File: src/logic/spwd_pkg.sv
// Package: constants and carrier types for the supply pulse watchdog supervisor
// Summary of operation
// - Reset when fewer kicks than the pulse count arrive in one period.
// - A one-shot counter sets the watchdog period window for counting kicks.
// - Required pulse count equals the tap count setting plus one.
// - Period end, the one-shot falling, makes the pulse-check flop sample.
// - Inverted tap output feeds the pulse-check flop; sampled high means too few.
// - Host kicks periodically; missing kicks cause an automatic reset.
// - Two counter/delay cells detect kick frequency; too slow means timeout.
// - Undervoltage or watchdog timeout, either one, requests a reset.
// - Reset request fires a fixed-length reset pulse; polarity selectable.
// - Interrupt when low-side comparator low or high-side comparator high.
// - Each supply-presence detector is debounced by a delay counter.
// - Fixed priority selects among the three detected power inputs.
// - One sensor power enable powers the sensor and its comparator.
// - Debounce delay sits between the middle level comparator and the 3-bit lookup.
// - Lookup decodes comparator outputs into distinct level windows.
package spwd_pkg;

  // ==========================================================
  // Timing
  localparam int unsigned CLK_PERIOD_NS  = 10;
  localparam int unsigned WD_PERIOD_US   = 1000;
  localparam int unsigned WD_PERIOD_CYC  = WD_PERIOD_US * 1000 / CLK_PERIOD_NS;
  localparam int unsigned KICK_GAP_US    = 400;
  localparam int unsigned KICK_GAP_CYC   = KICK_GAP_US * 1000 / CLK_PERIOD_NS;
  localparam int unsigned RST_PULSE_US   = 100;
  localparam int unsigned RST_PULSE_CYC  = RST_PULSE_US * 1000 / CLK_PERIOD_NS;
  localparam int unsigned DEBOUNCE_US    = 1;
  localparam int unsigned DEBOUNCE_CYC   = DEBOUNCE_US * 1000 / CLK_PERIOD_NS;

  // ==========================================================
  // Pulse count and power sources
  localparam int unsigned TAP_W          = 4;
  localparam logic [3:0]  TAP_COUNT_RST  = 4'h2;
  localparam int unsigned NUM_SRC        = 3;
  localparam int unsigned NUM_LVL        = 3;
  localparam int unsigned NUM_WIN        = 4;

  // ==========================================================
  // Carriers
  typedef struct packed {
    logic low_side;
    logic high_side;
    logic undervoltage;
    logic sensor;
  } spwd_cmp_type;

  typedef struct packed {
    logic [NUM_SRC-1:0] select;
    logic               none;
  } spwd_src_type;

  typedef enum logic [2:0] {
    SPWD_IDLE  = 3'h1,
    SPWD_PULSE = 3'h2,
    SPWD_HOLD  = 3'h4
  } spwd_rst_state_type;

endpackage

File: src/logic/spwd_supervisor.sv
// Supervisor top: kick watchdogs, reset one-shot, window, sources, levels
`timescale 1ns/1ps
module spwd_supervisor #(
  parameter int unsigned WD_CYC    = spwd_pkg::WD_PERIOD_CYC,
  parameter int unsigned GAP_CYC   = spwd_pkg::KICK_GAP_CYC,
  parameter int unsigned RST_CYC   = spwd_pkg::RST_PULSE_CYC,
  parameter int unsigned DEB_CYC   = spwd_pkg::DEBOUNCE_CYC
) (
  input  wire logic                          sys_clk,
  input  wire logic                          rst,
  input  wire logic                          kick,
  input  wire logic [spwd_pkg::TAP_W-1:0]    tap_count_setting,
  input  wire logic                          reset_active_low,
  input  wire spwd_pkg::spwd_cmp_type        cmp,
  input  wire logic [spwd_pkg::NUM_SRC-1:0]  supply_detect,
  input  wire logic [spwd_pkg::NUM_LVL-1:0]  level_comparator,
  input  wire logic                          sensor_request,
  output logic                               sys_reset,
  output logic                               window_irq,
  output spwd_pkg::spwd_src_type             source,
  output logic [spwd_pkg::NUM_WIN-1:0]       level_window,
  output logic                               sensor_power_enable,
  output logic                               sensor_alarm,
  output logic                               wd_timeout
);
  localparam int unsigned WW = $clog2(WD_CYC + 1);
  localparam int unsigned GW = $clog2(GAP_CYC + 1);
  localparam int unsigned RW = $clog2(RST_CYC + 1);
  localparam int unsigned TW = spwd_pkg::TAP_W;

  // ==========================================================
  // Kick edge detect
  logic kick_q;
  logic kick_rise;
  always_ff @(posedge sys_clk) begin
    if (rst) kick_q <= 1'b0;
    else     kick_q <= kick;
  end
  assign kick_rise = kick & ~kick_q;

  // ==========================================================
  // Period one-shot counter
  logic [WW-1:0] period_cnt;
  logic          period_one_shot_counter;
  logic          period_end;
  always_ff @(posedge sys_clk) begin
    if (rst) begin
      period_cnt              <= '0;
      period_one_shot_counter <= 1'b0;
    end else if (!period_one_shot_counter) begin
      period_one_shot_counter <= 1'b1;
      period_cnt              <= '0;
    end else if (period_cnt == WW'(WD_CYC - 1)) begin
      period_one_shot_counter <= 1'b0;
    end else begin
      period_cnt <= period_cnt + 1'b1;
    end
  end
  // Falling edge of one-shot, i.e. rising of its inverse, ends the period
  assign period_end = period_one_shot_counter && (period_cnt == WW'(WD_CYC - 1));

  // ==========================================================
  // Pulse counting pipe delay
  logic [TW:0] pulse_cnt;
  logic        tap_reached;
  logic        inverted_tap_output;
  always_ff @(posedge sys_clk) begin
    if (rst) begin
      pulse_cnt <= '0;
    end else if (!period_one_shot_counter) begin
      pulse_cnt <= '0;
    end else if (kick_rise && !tap_reached) begin
      pulse_cnt <= pulse_cnt + 1'b1;
    end
  end
  assign tap_reached         = pulse_cnt >= ({1'b0, tap_count_setting} + 1'b1);
  assign inverted_tap_output = ~tap_reached;

  // ==========================================================
  // Pulse-check flop
  logic pulse_check_flop;
  always_ff @(posedge sys_clk) begin
    if (rst)             pulse_check_flop <= 1'b0;
    else if (period_end) pulse_check_flop <= inverted_tap_output;
    else                 pulse_check_flop <= 1'b0;
  end

  // ==========================================================
  // Frequency detect: two counter/delay cells
  logic [GW-1:0] gap_cnt;
  logic          freq_low;
  logic          freq_hold;
  logic          gap_expired;
  // Expiry in the same cycle as a kick still counts as a slow gap
  assign gap_expired = (gap_cnt == GW'(GAP_CYC - 1)) && !freq_low;
  always_ff @(posedge sys_clk) begin
    if (rst || kick_rise) begin
      gap_cnt  <= '0;
      freq_low <= 1'b0;
    end else if (gap_cnt == GW'(GAP_CYC - 1)) begin
      freq_low <= 1'b1;
    end else begin
      gap_cnt <= gap_cnt + 1'b1;
    end
  end
  // Second cell: one-cycle timeout event per slow gap
  always_ff @(posedge sys_clk) begin
    if (rst) freq_hold <= 1'b0;
    else     freq_hold <= gap_expired;
  end
  assign wd_timeout = freq_hold | pulse_check_flop;

  // ==========================================================
  // Reset request and one-shot
  logic                          reset_request;
  logic [RW-1:0]                 rst_cnt;
  spwd_pkg::spwd_rst_state_type  rst_state;
  assign reset_request = cmp.undervoltage | wd_timeout;

  always_ff @(posedge sys_clk) begin
    if (rst) begin
      rst_state <= spwd_pkg::SPWD_IDLE;
      rst_cnt   <= '0;
    end else begin
      case (rst_state)
        spwd_pkg::SPWD_IDLE: begin
          rst_cnt <= '0;
          if (reset_request) rst_state <= spwd_pkg::SPWD_PULSE;
        end
        spwd_pkg::SPWD_PULSE: begin
          if (rst_cnt == RW'(RST_CYC - 1)) rst_state <= spwd_pkg::SPWD_HOLD;
          else                             rst_cnt <= rst_cnt + 1'b1;
        end
        spwd_pkg::SPWD_HOLD: begin
          // Wait for undervoltage to clear before re-arming
          if (!cmp.undervoltage) rst_state <= spwd_pkg::SPWD_IDLE;
        end
        default: rst_state <= spwd_pkg::SPWD_IDLE;
      endcase
    end
  end

  always_ff @(posedge sys_clk) begin
    if (rst) sys_reset <= 1'b0;
    else     sys_reset <= (rst_state == spwd_pkg::SPWD_PULSE) ^ reset_active_low;
  end

  // ==========================================================
  // Window interrupt
  always_ff @(posedge sys_clk) begin
    if (rst) window_irq <= 1'b0;
    else     window_irq <= ~cmp.low_side | cmp.high_side;
  end

  // ==========================================================
  // Supply detect debounce and priority
  logic [spwd_pkg::NUM_SRC-1:0] supply_ok;
  logic [spwd_pkg::NUM_LVL-1:0] level_ok;
  genvar gi;
  generate
    for (gi = 0; gi < spwd_pkg::NUM_SRC; gi++) begin : g_src
      spwd_debounce #(.COUNT(DEB_CYC)) u_deb (
        .sys_clk (sys_clk),
        .rst     (rst),
        .raw     (supply_detect[gi]),
        .filt    (supply_ok[gi])
      );
    end
  endgenerate

  // Input 0 has highest priority
  always_ff @(posedge sys_clk) begin
    if (rst) begin
      source <= '{select: '0, none: 1'b1};
    end else if (supply_ok[0]) begin
      source <= '{select: 3'h1, none: 1'b0};
    end else if (supply_ok[1]) begin
      source <= '{select: 3'h2, none: 1'b0};
    end else if (supply_ok[2]) begin
      source <= '{select: 3'h4, none: 1'b0};
    end else begin
      source <= '{select: 3'h0, none: 1'b1};
    end
  end

  // ==========================================================
  // Level windows: middle comparator debounced
  spwd_debounce #(.COUNT(DEB_CYC)) u_lvl_deb (
    .sys_clk (sys_clk),
    .rst     (rst),
    .raw     (level_comparator[1]),
    .filt    (level_ok[1])
  );
  assign level_ok[0] = level_comparator[0];
  assign level_ok[2] = level_comparator[2];

  logic [2:0] level_lookup;
  assign level_lookup = level_ok;
  always_ff @(posedge sys_clk) begin
    if (rst) begin
      level_window <= '0;
    end else begin
      case (level_lookup)
        3'h0:    level_window <= 4'h1;
        3'h1:    level_window <= 4'h2;
        3'h3:    level_window <= 4'h4;
        3'h7:    level_window <= 4'h8;
        default: level_window <= 4'h0;
      endcase
    end
  end

  // ==========================================================
  // Temperature sensor gating
  always_ff @(posedge sys_clk) begin
    if (rst) sensor_power_enable <= 1'b0;
    else     sensor_power_enable <= sensor_request;
  end
  // Comparator only counts while it is powered
  always_ff @(posedge sys_clk) begin
    if (rst) sensor_alarm <= 1'b0;
    else     sensor_alarm <= sensor_power_enable & cmp.sensor;
  end

endmodule // spwd_supervisor

File: src/logic/spwd_debounce.sv
// Counter/delay cell used as a debounce filter
`timescale 1ns/1ps
module spwd_debounce #(
  parameter int unsigned COUNT = 100
) (
  input  wire logic sys_clk,
  input  wire logic rst,
  input  wire logic raw,
  output logic      filt
);
  localparam int unsigned CW = $clog2(COUNT + 1);
  logic [CW-1:0] cnt;

  // Output follows input only after it stood stable for COUNT cycles
  always_ff @(posedge sys_clk) begin
    if (rst) begin
      cnt  <= '0;
      filt <= 1'b0;
    end else if (raw == filt) begin
      cnt <= '0;
    end else if (cnt == CW'(COUNT - 1)) begin
      cnt  <= '0;
      filt <= raw;
    end else begin
      cnt <= cnt + 1'b1;
    end
  end
endmodule // spwd_debounce

File: config.mk
export PLATFORM = sky130hd
export DESIGN_NAME = spwd_supervisor
export DESIGN_NICKNAME = d
export VERILOG_FILES = /design/src/logic/spwd_pkg.sv /design/src/logic/spwd_supervisor.sv /design/src/logic/spwd_debounce.sv
export SDC_FILE = /design/constraint.sdc
export NUM_CORES = 1
export LEC_CHECK = 0
export ABC_AREA = 1
export BUFFER_PORTS_ARGS = -buffer_cell sky130_fd_sc_hd__clkbuf_2
export CAP_MARGIN = 20
export CORE_ASPECT_RATIO = 0.8
export CORE_MARGIN = 2
export CORE_UTILIZATION = 55
export CTS_CLUSTER_DIAMETER = 120
export DETAILED_ROUTE_END_ITERATION = 6
export PLACE_DENSITY_LB_ADDON = 0.25
export SKIP_CTS_REPAIR_TIMING = 1
export SLEW_MARGIN = 0
export SYNTH_ARGS = -nofsm -noshare
export SYNTH_HDL_FRONTEND = slang
export SYNTH_HIERARCHICAL = 1
export SYNTH_SLANG_ARGS = --single-unit
File: constraint.sdc
create_clock -name sys_clk -period 1.95 [get_ports sys_clk]
set_clock_uncertainty 0.05 [all_clocks]
set_input_delay 0.195 -clock sys_clk [delete_from_list [all_inputs] [get_ports sys_clk]]
set_output_delay 0.195 -clock sys_clk [all_outputs]
set_load 0.02 [all_outputs]
==> After elaboration in Yosys (flattened, before gate mapping) <==
Cells that the tools add are included.
{ "totals": {"inputBits": 19, "regBits": 104} }
{ "classes": {"n_eq_ne": 21, "reduce_logical": 22, "bitwise_logic": 15, "magnitude_cmp": 1, "n_mux": 12, "n_addsub": 9} }
{ "ops": {"columns": ["cell", "count"], "rows": [
  ["adder 7 x 1 -> 7 bit (second input constant)", 4],
  ["equality test 7 bit (second input constant)", 4],
  ["case mux 14 bit (2 select lines)", 1],
  ["adder 17 x 1 -> 17 bit (second input constant)", 1],
  ["equality test 17 bit (second input constant)", 1],
  ["adder 16 x 1 -> 16 bit (second input constant)", 1],
  ["equality test 16 bit (second input constant)", 1],
  ["case mux 4 bit (4 select lines)", 1],
  ["OR reduction 3 bit", 5],
  ["adder 14 x 1 -> 14 bit (second input constant)", 1],
  ["equality test 14 bit (second input constant)", 1],
  ["2-to-1 mux 14 bit", 1],
  ["2-to-1 mux 3 bit", 4],
  ["AND reduction 2 bit", 5],
  ["NOT 1 bit", 9],
  ["case mux 3 bit (3 select lines)", 1],
  ["!= test 2 bit (second input constant)", 4],
  ["equality test 3 x 1 -> 1 bit (second input constant)", 2],
  ["equality test 3 x 2 -> 1 bit (second input constant)", 2],
  ["equality test 3 bit (second input constant)", 2],
  ["OR reduction 2 bit", 3],
  ["adder 4 x 1 -> 5 bit (second input constant)", 1],
  ["adder 5 x 1 -> 5 bit (second input constant)", 1],
  [">= comparator 5 bit", 1],
  ["13 further kinds", 23]
]} }

==> Longest topological paths before layout <==
Gate-level depths: netlist (run 1).
{ "logic_depth": {"depth_word": 4, "mapped_depth": 13, "mapped_depth_nobuf": 13} }

==> By module <==
Netlist (run 1), hierarchy kept.
{ "modules_own_cells": {"columns": ["mod", "cells_each", "seq_area_each_um2", "instances", "area_per_inst_um2"], "rows": [
  ["spwd_supervisor", 500, 1441.4, 1, 3580.9],
  ["spwd_debounce", 58, 160.2, 4, 424.2]
]} }

==> Least setup slack after synthesis (run 1) <==
No wires, ideal clock.
{ "synth_path": {"path_kind": "input-to-reg", "start": "input port tap_count_setting[0] in the netlist's numbering", "end": "register pulse_cnt[4]", "slack_ps": 362, "cell_stages": 8, "required_time_ps": 1776, "t_arrival_ps": 1414, "path_cell_list": "ha_1 -> xnor2_1 -> ha_1 -> a21oi_1 -> o21a_1 -> nand3_1 -> nand2_1 -> a21oi_1"} }
{ "synth_via": {"elab_chain_len": 4} }
{ "synth_lines": {"columns": ["item", "line_no", "text"], "rows": [
  ["start: declaration", "spwd_supervisor.sv:12", "input wire logic [spwd_pkg::TAP_W-1:0] tap_count_setting,"],
  ["adder 4 x 1 -> 5 bit", "spwd_supervisor.sv:76", "assign tap_reached = pulse_cnt >= ({1'b0, tap_count_setting} + 1'b1);"],
  [">= comparator 5 bit", "spwd_supervisor.sv:76", null],
  ["zero test 1 bit", "spwd_supervisor.sv:72", "end else if (kick_rise && !tap_reached) begin"],
  ["logical AND 1 bit", "spwd_supervisor.sv:72", null],
  ["end signal: assignment", "spwd_supervisor.sv:73", "pulse_cnt <= pulse_cnt + 1'b1;"],
  ["end: declaration", "spwd_supervisor.sv:64", "logic [TW:0] pulse_cnt;"]
]} }
Every way passes these cells.
A chain may end at the register's enable or synchronous reset.

==> Final worst setup path (run 1) <==
{ "layout_path": {"start": "register period_cnt[0]", "end": "register period_cnt[14]"} }
{ "layout_via": {"elab_chain_len": 1} }
{ "layout_lines": {"columns": ["item", "line_no", "text"], "rows": [
  ["start: declaration", "spwd_supervisor.sv:43", "logic [WW-1:0] period_cnt;"],
  ["start signal: assignment", "spwd_supervisor.sv:56", "period_cnt <= period_cnt + 1'b1;"],
  ["adder 17 x 1 -> 17 bit / equality test 17 bit (equally long branches)", "spwd_supervisor.sv:56, spwd_supervisor.sv:53", null]
]} }
Several ways; a longest one is shown, not always the timed one.

==> reports/summary.json, run 1 <==
{
  "worst_setup_path": {
    "timing.critical_path.slowest_cell_delay_ns": 0.38,
    "critical_path_arrival_ns": 1.90,
    "crit_chain": "ha_1, nand2_1, inv_2, nand2_2, inv_1, nand2_1, inv_2, nand2_2, nor2_2, nand2_1, nand2_1, inv_1, nor2_1",
    "critical_path.max_fanout": 4,
    "startpoint_type": "flip-flop",
    "setup.worst_path.end_class": "flip-flop",
    "critical-path-top-cell-by-count": "sky130_fd_sc_hd__nand2_1",
    "critical_path_required_ns": 2.19,
    "cp_max_delay_cell": "sky130_fd_sc_hd__dfxtp_1",
    "crit_type": "flip-flop to flip-flop"
  },
  "global_routing": {
    "antenna_found_initial": 0,
    "global_route.overflow_total": 0,
    "grt_pass1_vias": 4490,
    "grt_start_max_net_pins": 19,
    "overall_global_routing_resource_usage_pct": 22.23,
    "global_route_wire_length_before_repair_microns": 19160
  },
  "timing": {
    "max_freq_mhz": 602.5,
    "max_slew.worst_pin.slew_ns": 0.4890,
    "final.period_utilization_pct": 85.11,
    "finalSetupTns_ns": 0,
    "setup_viol": 0,
    "rsz_0062_raised_after_global_routing": "false",
    "min_period_ns": 1.660,
    "timing.slew.headroom_pct": 67.36,
    "worst_setup_margin_ns": 0.2904,
    "slew_violations": 0,
    "finalHoldViolCount": 0,
    "final.hold.worst_slack_ns": 0.01235
  },
  "clock_tree": {
    "path_clk_slew_ns": 0.07,
    "clock_insertion_delay_worst_skew_ns": 0.35,
    "cts-htree-levels": 3,
    "cts_inserted_buffers": 9,
    "cts.root.buffer_cell": "sky130_fd_sc_hd__clkbuf_16",
    "clock_sinks": 104,
    "cts_max_path_bufs": 2,
    "tritoncts": "yes"
  },
  "cells_and_area": {
    "antenna-diode-count": 0,
    "final_util_pct": 64.67,
    "area.sequential_sq_um": 2082,
    "instances_no_fill": 898,
    "nNetsFinal": 811,
    "drive_above_1_share_pct": 16.48,
    "combined_area_of_the_multi_input_logic_cells_sq_um": 2726,
    "area_growth_syn_to_layout_pct": 12.64,
    "filler_cell_count_in_the_final_layout": 824
  },
  "routing": {
    "drt_wl_total_microns": 10790,
    "avgViaCountPerCell": 5.262,
    "detail_route.wl_per_cell_microns": 12.01,
    "drt_pre_antenna_iters": 5,
    "drc": 0,
    "route.antenna.remaining_nets": 0,
    "detail_route.iter0.violations": 264,
    "via_count": 4725
  },
  "logic_synthesis": {
    "synth-seq-cells": 104,
    "netlist_top_cells_area": "sky130_fd_sc_hd__dfxtp_1 (39%), sky130_fd_sc_hd__nand2_1 (11%), sky130_fd_sc_hd__inv_1 (7.0%), sky130_fd_sc_hd__nor2_1 (6.2%), sky130_fd_sc_hd__a21oi_1 (4.6%)",
    "synth_area_per_cell_sq_um": 7.210,
    "netlist_area_before_placement_sq_um": 5278,
    "netlist.top_cell.by_area": "sky130_fd_sc_hd__dfxtp_1",
    "synth-async-reset-ratio_pct": 0,
    "mappedNetlistNets": 765,
    "synthCells": 732,
    "yosys_most_used_dff": "sky130_fd_sc_hd__dfxtp_1",
    "most_used_standard_cell_by_instance_count_after_synthesis": "sky130_fd_sc_hd__nand2_1",
    "seq_area_frac_synth_pct": 39.45,
    "synth_top_area_share_pct": 39.45,
    "ys_types": 37,
    "synth_commonest_cells": "sky130_fd_sc_hd__nand2_1 (148), sky130_fd_sc_hd__dfxtp_1 (104), sky130_fd_sc_hd__inv_1 (99)",
    "synthesis.yosys.warnings": 6,
    "synth_enable_flop_cells": 0
  },
  "power": {
    "power_density_nw_per_um2": 793.5,
    "irDropWorstVdd_mv": 0.5051,
    "leakagePower_uw": 0.002183
  },
  "floorplanning": {
    "fp.dieH_microns": 91.62,
    "initial_core_util_pct": 57.41,
    "die-area_sq_um": 10400,
    "core.rowCount": 31,
    "floorplan.die.width_microns": 113.5,
    "io_pins": 32,
    "core-area_sq_um": 9193
  },
  "worst_hold_path": {
    "worst_hold_path_type": "primary input to flip-flop"
  },
  "placement": {
    "dp_hpwl_microns": 7923,
    "gp_congestion": 0.9053,
    "post-place-ws_ns": 0.1188,
    "numPlacedInstances": 879,
    "place.port_buffers": 31
  },
  "status": {
    "status": "finished, final reports clean"
  },
  "job": {
    "max_cap_viol_count": 0
  }
}
[power by group]
group / switching (uW) / leakage [uW] / internal [uW]
clock network: 813 / 0.000158 / 1140
registers: 49.4 / 0.000842 / 2180
logic: 366 / 0.00118 / 166
[critical path, delay by kind of cell (launching register included)]
kind,cells,cell delay [ns]
flops,1,0.38
buf+inv,4,0.28
fa+ha+maj,1,0.19
simple gates,8,0.68
[sequential cells by signal, indices dropped and copies added (netlist names), 3 cells and up]
| register | count |
|---|---|
| g_src.u_deb/cnt | 21 |
| rst_state | 3 |
| g_src.u_deb/filt | 3 |
| level_window | 4 |
| rst_cnt | 14 |
| u_lvl_deb/cnt | 7 |
| gap_cnt | 16 |
| period_cnt | 17 |
| source | 4 |
| pulse_cnt | 5 |
[kinds of logic (layout without fill, tap and decap cells)]
family | count (synthesis) | after routing | synth area share, %
and+or+nand+nor | 388 | 388 | 36.11
adders and majority gates | 14 | 14 | 3.319
AOI/OAI and AO/OA | 95 | 95 | 10.41
buffers and inverters | 120 | 171 | 8.890
DFF | 104 | 104 | 39.45
xor gates and xnor gates | 11 | 11 | 1.825
[final cells by class]
type	instances	share of cell area, %
sequential	104	35.02
timing repair buffer	41	3.999
inverter	114	7.198
multi-input combinational	508	45.86
clock buffer	9	3.789
clock inverter	7	1.705
tap	115	2.421
[worst paths after layout]
| kind | depth (start not counted) | from | slack (ns) | to |
|---|---|---|---|---|
| worst min-delay path | 3 | kick | 0.01 | kick_q |
| worst max-delay path | 13 | period_cnt[0] | 0.29 | period_cnt[14] |
| worst min register to register | 1 | period_one_shot_counter | 0.39 | period_one_shot_counter |
| worst max register to register | 13 | period_cnt[0] | 0.29 | period_cnt[14] |
[layout by cell type (no fill, tap or decap), types with 16 or more instances in the layout]
cell and count:
sky130_fd_sc_hd__o21ai_0 23, sky130_fd_sc_hd__nor2_1 87, sky130_fd_sc_hd__nor3_1 19, sky130_fd_sc_hd__a21oi_2 16, sky130_fd_sc_hd__nand3_1 45, sky130_fd_sc_hd__a21oi_1 48
sky130_fd_sc_hd__nand4_1 21, sky130_fd_sc_hd__nand2_1 148, sky130_fd_sc_hd__dfxtp_1 104, sky130_fd_sc_hd__clkbuf_2 31, sky130_fd_sc_hd__inv_1 99
[stage by stage]
| stage | total power, uW | instance area, sq um |
|---|---|---|
| 2_1_floorplan | 2710 | 5278 |
| 3_3_place_gp | 2778 | 5588 |
| 3_5_place_dp | 2804 | 5588 |
| 4_1_cts | 4758 | 5914 |
| 5_1_grt | 4943 | 5944 |
| 6_report | 4717 | 5944 |
[per-layer routing]
layer  vias to the layer above  track usage, %  part of all wire (%)
met2                       110           37.92                    48
met5                         -               0                     0
li1                       2450               -                     -
met1                      2147           27.39                    45
met4                         0           6.098                   1.8
met3                        18           6.543                   5.0
Note: power is estimated with default switching activity, not from simulation.
==> run 2, diff against run 1 <==
--- a/config.mk
+++ b/config.mk
@@ -5,12 +5,11 @@
 export SDC_FILE = /design/constraint.sdc
 export NUM_CORES = 1
 export LEC_CHECK = 0
-export ABC_AREA = 1
 export BUFFER_PORTS_ARGS = -buffer_cell sky130_fd_sc_hd__clkbuf_2
 export CAP_MARGIN = 20
 export CORE_ASPECT_RATIO = 0.8
 export CORE_MARGIN = 2
-export CORE_UTILIZATION = 55
+export CORE_UTILIZATION = 60
 export CTS_CLUSTER_DIAMETER = 120
 export DETAILED_ROUTE_END_ITERATION = 6
 export PLACE_DENSITY_LB_ADDON = 0.25
==> run 2 against run 1 <==
The flow now finishes with violations (negative hold slack); critical path depth shrank 7; combinational power is 61% lower; core utilization grew 5.5 points; fmax shrank 9.8%; count of clock-buffer cells in the layout up 3; final area down 12%; hold slack worse by 0.024 ns; register-to-register slack lost 0.18 ns; sequential cell count stayed put; sequential share of layout area increased by 4.8 points; via count down 23%; synthesized cell count decreased by 30%; largest cell class unchanged.
==> reports/summary.json, run 2 <==
{
  "timing": {
    "timing.slew.headroom_pct": 68.11,
    "setup_viol": 0,
    "slew_violations": 0,
    "final.period_utilization_pct": 94.37,
    "min_period_ns": 1.840,
    "max_slew.worst_pin.slew_ns": 0.4747,
    "worst_setup_margin_ns": 0.1097,
    "final.hold.worst_slack_ns": -0.01212,
    "finalHoldViolCount": 1,
    "max_freq_mhz": 543.4
  },
  "routing": {
    "drc": 0,
    "drt_wl_total_microns": 8550,
    "avgViaCountPerCell": 5.451,
    "dr_wl_met2_microns": 4102,
    "maxUsedRoutingLayer": "met4",
    "detail_route.wl_per_cell_microns": 12.80,
    "met3_wirelength_microns": 403,
    "detail_route.iter0.violations": 120,
    "drt_pre_antenna_iters": 5,
    "wl_met1_microns": 3956,
    "via_count": 3641,
    "route.antenna.remaining_nets": 0
  },
  "logic_synthesis": {
    "netlist.top_cell.by_area": "sky130_fd_sc_hd__dfxtp_1",
    "mappedNetlistNets": 542,
    "synth_top_area_share_pct": 44.74,
    "synth-seq-cells": 104,
    "most_used_standard_cell_by_instance_count_after_synthesis": "sky130_fd_sc_hd__dfxtp_1",
    "yosys_most_used_dff": "sky130_fd_sc_hd__dfxtp_1",
    "netlist_area_before_placement_sq_um": 4653,
    "synth_area_per_cell_sq_um": 9.142,
    "synth_commonest_cells": "sky130_fd_sc_hd__dfxtp_1 (104), sky130_fd_sc_hd__nor2_1 (69), sky130_fd_sc_hd__nand2_1 (35)",
    "netlist_top_cells_area": "sky130_fd_sc_hd__dfxtp_1 (45%), sky130_fd_sc_hd__xor2_1 (6.2%), sky130_fd_sc_hd__nor2_1 (5.6%), sky130_fd_sc_hd__xnor2_1 (4.1%), sky130_fd_sc_hd__ha_1 (3.8%)",
    "ys_types": 49,
    "synth-async-reset-ratio_pct": 0,
    "seq_area_frac_synth_pct": 44.74,
    "synthCells": 509,
    "synth_enable_flop_cells": 0,
    "synthesis.yosys.warnings": 6
  },
  "status": {
    "violations": "negative hold slack",
    "status": "finished with violations"
  },
  "worst_setup_path": {
    "crit_type": "flip-flop to flip-flop",
    "critical_path_required_ns": 2.20,
    "startpoint_type": "flip-flop",
    "cp_max_delay_cell": "sky130_fd_sc_hd__or3_1",
    "cp_top_family": "compound AO/OA/AOI/OAI gates",
    "rr_worst_depth": 6,
    "regToRegSetupSlack_ns": 0.11,
    "timing.critical_path.slowest_cell_delay_ns": 0.36,
    "cp.depth": 6,
    "crit_chain": "ha_1, a21oi_1, o21ai_1, a311o_1, or3_1, a21oi_1",
    "critical_path_arrival_ns": 2.09,
    "critical_path.max_fanout": 6,
    "critical-path-top-cell-by-count": "sky130_fd_sc_hd__a21oi_1",
    "crit-reg2reg-capture": "pulse_cnt[3]",
    "r2r_start": "pulse_cnt[2]",
    "crit_path_start": "pulse_cnt[2]",
    "cp.buffers_inverters": 0,
    "termination_of_the_worst_setup_path": "pulse_cnt[3]",
    "setup.worst_path.end_class": "flip-flop"
  },
  "clock_tree": {
    "cts_inserted_buffers": 9,
    "clock_sinks": 104,
    "cts-htree-levels": 3,
    "tritoncts": "yes",
    "path_clk_slew_ns": 0.09,
    "cts_max_path_bufs": 2,
    "clock_insertion_delay_worst_skew_ns": 0.37,
    "cts.root.buffer_cell": "sky130_fd_sc_hd__clkbuf_8"
  },
  "global_routing": {
    "global_route.overflow_total": 0,
    "overall_global_routing_resource_usage_pct": 21.39,
    "global_route_wire_length_before_repair_microns": 14230,
    "antenna_found_initial": 0,
    "grt_pass1_vias": 3322,
    "grt_start_max_net_pins": 17
  },
  "floorplanning": {
    "core-area_sq_um": 7462,
    "fp.dieH_microns": 82.77,
    "die-area_sq_um": 8480,
    "io_pins": 32,
    "initial_core_util_pct": 62.36,
    "floorplan.die.width_microns": 102.5,
    "core.rowCount": 28
  },
  "cells_and_area": {
    "largest_registers_in_the_final_layout": "g_src.u_deb/cnt (21), period_cnt (17), gap_cnt (16)",
    "max_flop_register": "g_src.u_deb/cnt",
    "area_growth_syn_to_layout_pct": 12.45,
    "flip_flop_count_of_the_largest_register_after_layout": 21,
    "combined_area_of_the_multi_input_logic_cells_sq_um": 2456,
    "filler_cell_count_in_the_final_layout": 589,
    "layout.cells.most_common": "sky130_fd_sc_hd__dfxtp_1",
    "drive_above_1_share_pct": 15.63,
    "nNetsFinal": 592,
    "antenna-diode-count": 0,
    "final_util_pct": 70.12,
    "layout_common_cells": "sky130_fd_sc_hd__dfxtp_1 (101), sky130_fd_sc_hd__nor2_1 (69), sky130_fd_sc_hd__nand2_1 (35), sky130_fd_sc_hd__xor2_1 (33), sky130_fd_sc_hd__clkbuf_2 (31)",
    "post_route_cell_area_sq_um": 5233,
    "area.sequential_sq_um": 2086
  },
  "job": {
    "max_cap_viol_count": 0
  },
  "power": {
    "fin_total_pwr_uw": 3579,
    "leakagePower_uw": 0.001949,
    "irDropWorstVdd_mv": 0.6093,
    "power_density_nw_per_um2": 684.0
  },
  "placement": {
    "post-place-ws_ns": -0.1600,
    "place.port_buffers": 31,
    "dp_hpwl_microns": 6108,
    "gp_congestion": 0.8263,
    "post_dp_cell_area_sq_um": 4969
  },
  "worst_hold_path": {
    "worst_hold_path_type": "primary input to flip-flop"
  }
}
==> run 2: report_power, final <==
group	switching, uW	total [uW]	internal (uW)
registers	22.8	2170	2150
clock network	677	1200	523
logic	117	206	89.0
total	817	3580	2760
==> run 2: how the worst min path moves through the flow <==
stage                      start             endpoint  slack (ns)  cells after the start
after CTS                 cmp[3]           window_irq       -0.06                      2
after floorplan              rst  g_src[0].u_deb/filt        0.21                      1
after global routing      cmp[2]           window_irq       0.001                      3
final                     cmp[2]           window_irq       -0.01                      3
after global placement    cmp[3]           window_irq        0.34                      2
after detailed placement  cmp[3]           window_irq        0.34                      2
==> run 2: cell families (layout without fill, tap and decap cells) <==
group | Yosys count | count (layout) | share of synthesized area, %
fa+ha+maj | 14 | 14 | 3.764
buf+inv | 32 | 86 | 2.689
flops | 104 | 104 | 44.74
xor+xnor | 55 | 55 | 10.35
mux | 7 | 7 | 1.506
simple gates | 230 | 230 | 27.86
compound gates | 67 | 67 | 9.089
==> run 2: metrics by stage <==
stage | setup TNS, ns | std cells
2_1_floorplan | 0 | 509
3_3_place_gp | -0.2601 | 645
3_5_place_dp | -0.5959 | 645
4_1_cts | 0 | 660
5_1_grt | -0.006558 | 668
6_report | 0 | 668
==> run 2: layout make-up <==
cell class                 count  share of cell area (%)
sequential                   104                   39.86
timing repair buffer          48                   5.739
multi-input combinational    373                   46.94
inverter                      23                   1.650
tap                          105                   2.511
clock inverter                 3                  0.3348
clock buffer                  12                   2.965
==> run 2: metal layers <==
layer | global-route usage [%] | up-vias
met2 | 35.88 | 67
met5 | 0 | -
met4 | 6.133 | 0
li1 | - | 1867
met1 | 26.29 | 1699
met3 | 7.323 | 8
==> run 2: worst reg2reg max path, cell delays in order, from the launching register on <==
cell and delay (ns):
sky130_fd_sc_hd__dfxtp_2 0.35, sky130_fd_sc_hd__ha_1 0.31, sky130_fd_sc_hd__a21oi_1 0.12, sky130_fd_sc_hd__o21ai_1 0.09, sky130_fd_sc_hd__a311o_1 0.33, sky130_fd_sc_hd__or3_1 0.36
sky130_fd_sc_hd__a21oi_1 0.15
==> run 3, diff against run 2 <==
--- a/config.mk
+++ b/config.mk
@@ -7,12 +7,12 @@
 export LEC_CHECK = 0
 export BUFFER_PORTS_ARGS = -buffer_cell sky130_fd_sc_hd__clkbuf_2
 export CAP_MARGIN = 20
-export CORE_ASPECT_RATIO = 0.8
 export CORE_MARGIN = 2
 export CORE_UTILIZATION = 60
 export CTS_CLUSTER_DIAMETER = 120
 export DETAILED_ROUTE_END_ITERATION = 6
 export PLACE_DENSITY_LB_ADDON = 0.25
+export REMOVE_ABC_BUFFERS = 1
 export SKIP_CTS_REPAIR_TIMING = 1
 export SLEW_MARGIN = 0
 export SYNTH_ARGS = -nofsm -noshare
==> run 3 against run 2 <==
The run still ends with negative hold slack left; global-route usage fell by 2.1 points; setup slack improved by 0.0058 ns; cell count did not move; critical path type unchanged; largest cell class unchanged.
==> reports/summary.json, run 3 (synthesis results as in run 2) <==
{
  "cells_and_area": {
    "filler_cell_count_in_the_final_layout": 603,
    "layout_common_cells": "sky130_fd_sc_hd__dfxtp_1 (104), sky130_fd_sc_hd__nor2_1 (69), sky130_fd_sc_hd__nand2_1 (35), sky130_fd_sc_hd__xor2_1 (33), sky130_fd_sc_hd__clkbuf_2 (31)",
    "final_util_pct": 69.13,
    "layout.cells.most_common": "sky130_fd_sc_hd__dfxtp_1",
    "instances_no_fill": 668,
    "post_route_cell_area_sq_um": 5259,
    "largest_registers_in_the_final_layout": "g_src.u_deb/cnt (21), period_cnt (17), gap_cnt (16)",
    "max_flop_register": "g_src.u_deb/cnt",
    "area.sequential_sq_um": 2082,
    "area_growth_syn_to_layout_pct": 13.01,
    "nNetsFinal": 594,
    "combined_area_of_the_multi_input_logic_cells_sq_um": 2457,
    "antenna-diode-count": 0,
    "flip_flop_count_of_the_largest_register_after_layout": 21,
    "drive_above_1_share_pct": 16.08
  },
  "global_routing": {
    "grt_start_max_net_pins": 22,
    "global_route_wire_length_before_repair_microns": 13560,
    "antenna_found_initial": 0,
    "overall_global_routing_resource_usage_pct": 19.26,
    "grt_pass1_vias": 3332,
    "global_route.overflow_total": 0
  },
  "timing": {
    "setup_viol": 0,
    "max_freq_mhz": 545.1,
    "final.hold.worst_slack_ns": -0.005771,
    "max_slew.worst_pin.slew_ns": 0.5202,
    "worst_setup_margin_ns": 0.1155,
    "slew_violations": 0,
    "min_period_ns": 1.834,
    "final.period_utilization_pct": 94.08,
    "finalSetupTns_ns": 0,
    "finalHoldViolCount": 1,
    "timing.slew.headroom_pct": 65.24
  },
  "worst_setup_path": {
    "r2r_start": "gap_cnt[8]",
    "rr_worst_depth": 5,
    "critical_path.max_fanout": 5,
    "regToRegSetupSlack_ns": 0.12,
    "crit-reg2reg-capture": "gap_cnt[5]",
    "startpoint_type": "flip-flop",
    "setup.worst_path.end_class": "flip-flop",
    "critical_path_required_ns": 2.20,
    "critical_path_arrival_ns": 2.09,
    "crit_path_start": "gap_cnt[8]",
    "crit_type": "flip-flop to flip-flop"
  },
  "placement": {
    "post_dp_cell_area_sq_um": 5010,
    "dp_hpwl_microns": 5700,
    "post-place-ws_ns": -0.3049,
    "gp_congestion": 0.7966,
    "place.port_buffers": 31,
    "numPlacedInstances": 648
  },
  "power": {
    "irDropWorstVdd_mv": 0.5594,
    "power_density_nw_per_um2": 701.3,
    "leakagePower_uw": 0.001972
  },
  "status": {
    "status": "finished with violations",
    "violations": "negative hold slack"
  },
  "floorplanning": {
    "die-area_sq_um": 8476,
    "core-area_sq_um": 7607,
    "io_pins": 32,
    "fp.dieH_microns": 92.07,
    "core.rowCount": 32,
    "floorplan.die.width_microns": 92.07,
    "initial_core_util_pct": 61.17
  },
  "clock_tree": {
    "cts_max_path_bufs": 2,
    "cts.root.buffer_cell": "sky130_fd_sc_hd__clkbuf_8",
    "clock_sinks": 104,
    "tritoncts": "yes",
    "cts_inserted_buffers": 9,
    "clock_insertion_delay_worst_skew_ns": 0.36,
    "cts-htree-levels": 3,
    "path_clk_slew_ns": 0.09
  },
  "routing": {
    "detail_route.wl_per_cell_microns": 11.99,
    "drt_wl_total_microns": 8012,
    "via_count": 3598,
    "avgViaCountPerCell": 5.386,
    "drt_pre_antenna_iters": 4,
    "detail_route.iter0.violations": 124,
    "route.antenna.remaining_nets": 0,
    "drc": 0
  },
  "worst_hold_path": {
    "hold-path-cell-count": 3,
    "min_from": "cmp[0]",
    "worstHoldEndpoint": "sensor_alarm",
    "worst_hold_path_type": "primary input to flip-flop"
  },
  "job": {
    "max_cap_viol_count": 0
  }
}
==> run 3: per-stage QoR <==
step,hold WS [ns],total power [uW]
floorplan,0.2141,2331
CTS,-0.05045,3728
global placement,0.3257,2407
finish,-0.005771,3688
global route,0.01545,3836
detailed placement,0.3417,2418
==> run 3: critical path: stages, from the launching register on <==
cell	delay [ns]
sky130_fd_sc_hd__dfxtp_1	0.37
sky130_fd_sc_hd__nor4b_2	0.34
sky130_fd_sc_hd__or4b_1	0.49
sky130_fd_sc_hd__o21a_1	0.21
sky130_fd_sc_hd__a211oi_2	0.21
sky130_fd_sc_hd__a41o_2	0.11
==> run 3: area by class of cell <==
class | instances | area share, %
Tap cell | 102 | 2.427
Multi-Input combinational cell | 373 | 46.73
Inverter | 23 | 1.642
Sequential cell | 104 | 39.59
Clock buffer | 11 | 2.689
Timing Repair Buffer | 50 | 5.853
Clock inverter | 5 | 1.071
==> run 3: how the worst max path moves through the flow <==
| stage | end | slack [ns] | cells after the start |
|---|---|---|---|
| global placement | pulse_cnt[3] | -0.21 | 9 |
| finish | gap_cnt[5] | 0.12 | 5 |
| floorplan | pulse_cnt[3] | -0.10 | 8 |
| CTS | pulse_cnt[2] | -0.03 | 8 |
| global route | pulse_cnt[3] | -0.005 | 7 |
| detailed placement | pulse_cnt[2] | -0.30 | 10 |
==> run 3: layer usage <==
metal  up-vias  routed length [microns]  track usage, %
met5         -                        0               0
met4         0                      117           6.965
met3        10                      223           4.355
met2        38                     3996           34.56
met1      1690                     3675           22.43
li1       1860                        -               -
==> run 3: report_power, final <==
part | internal (uW) | switching [uW]
clock network | 627 | 686
logic | 88.9 | 117
registers | 2150 | 20.3
total | 2860 | 823
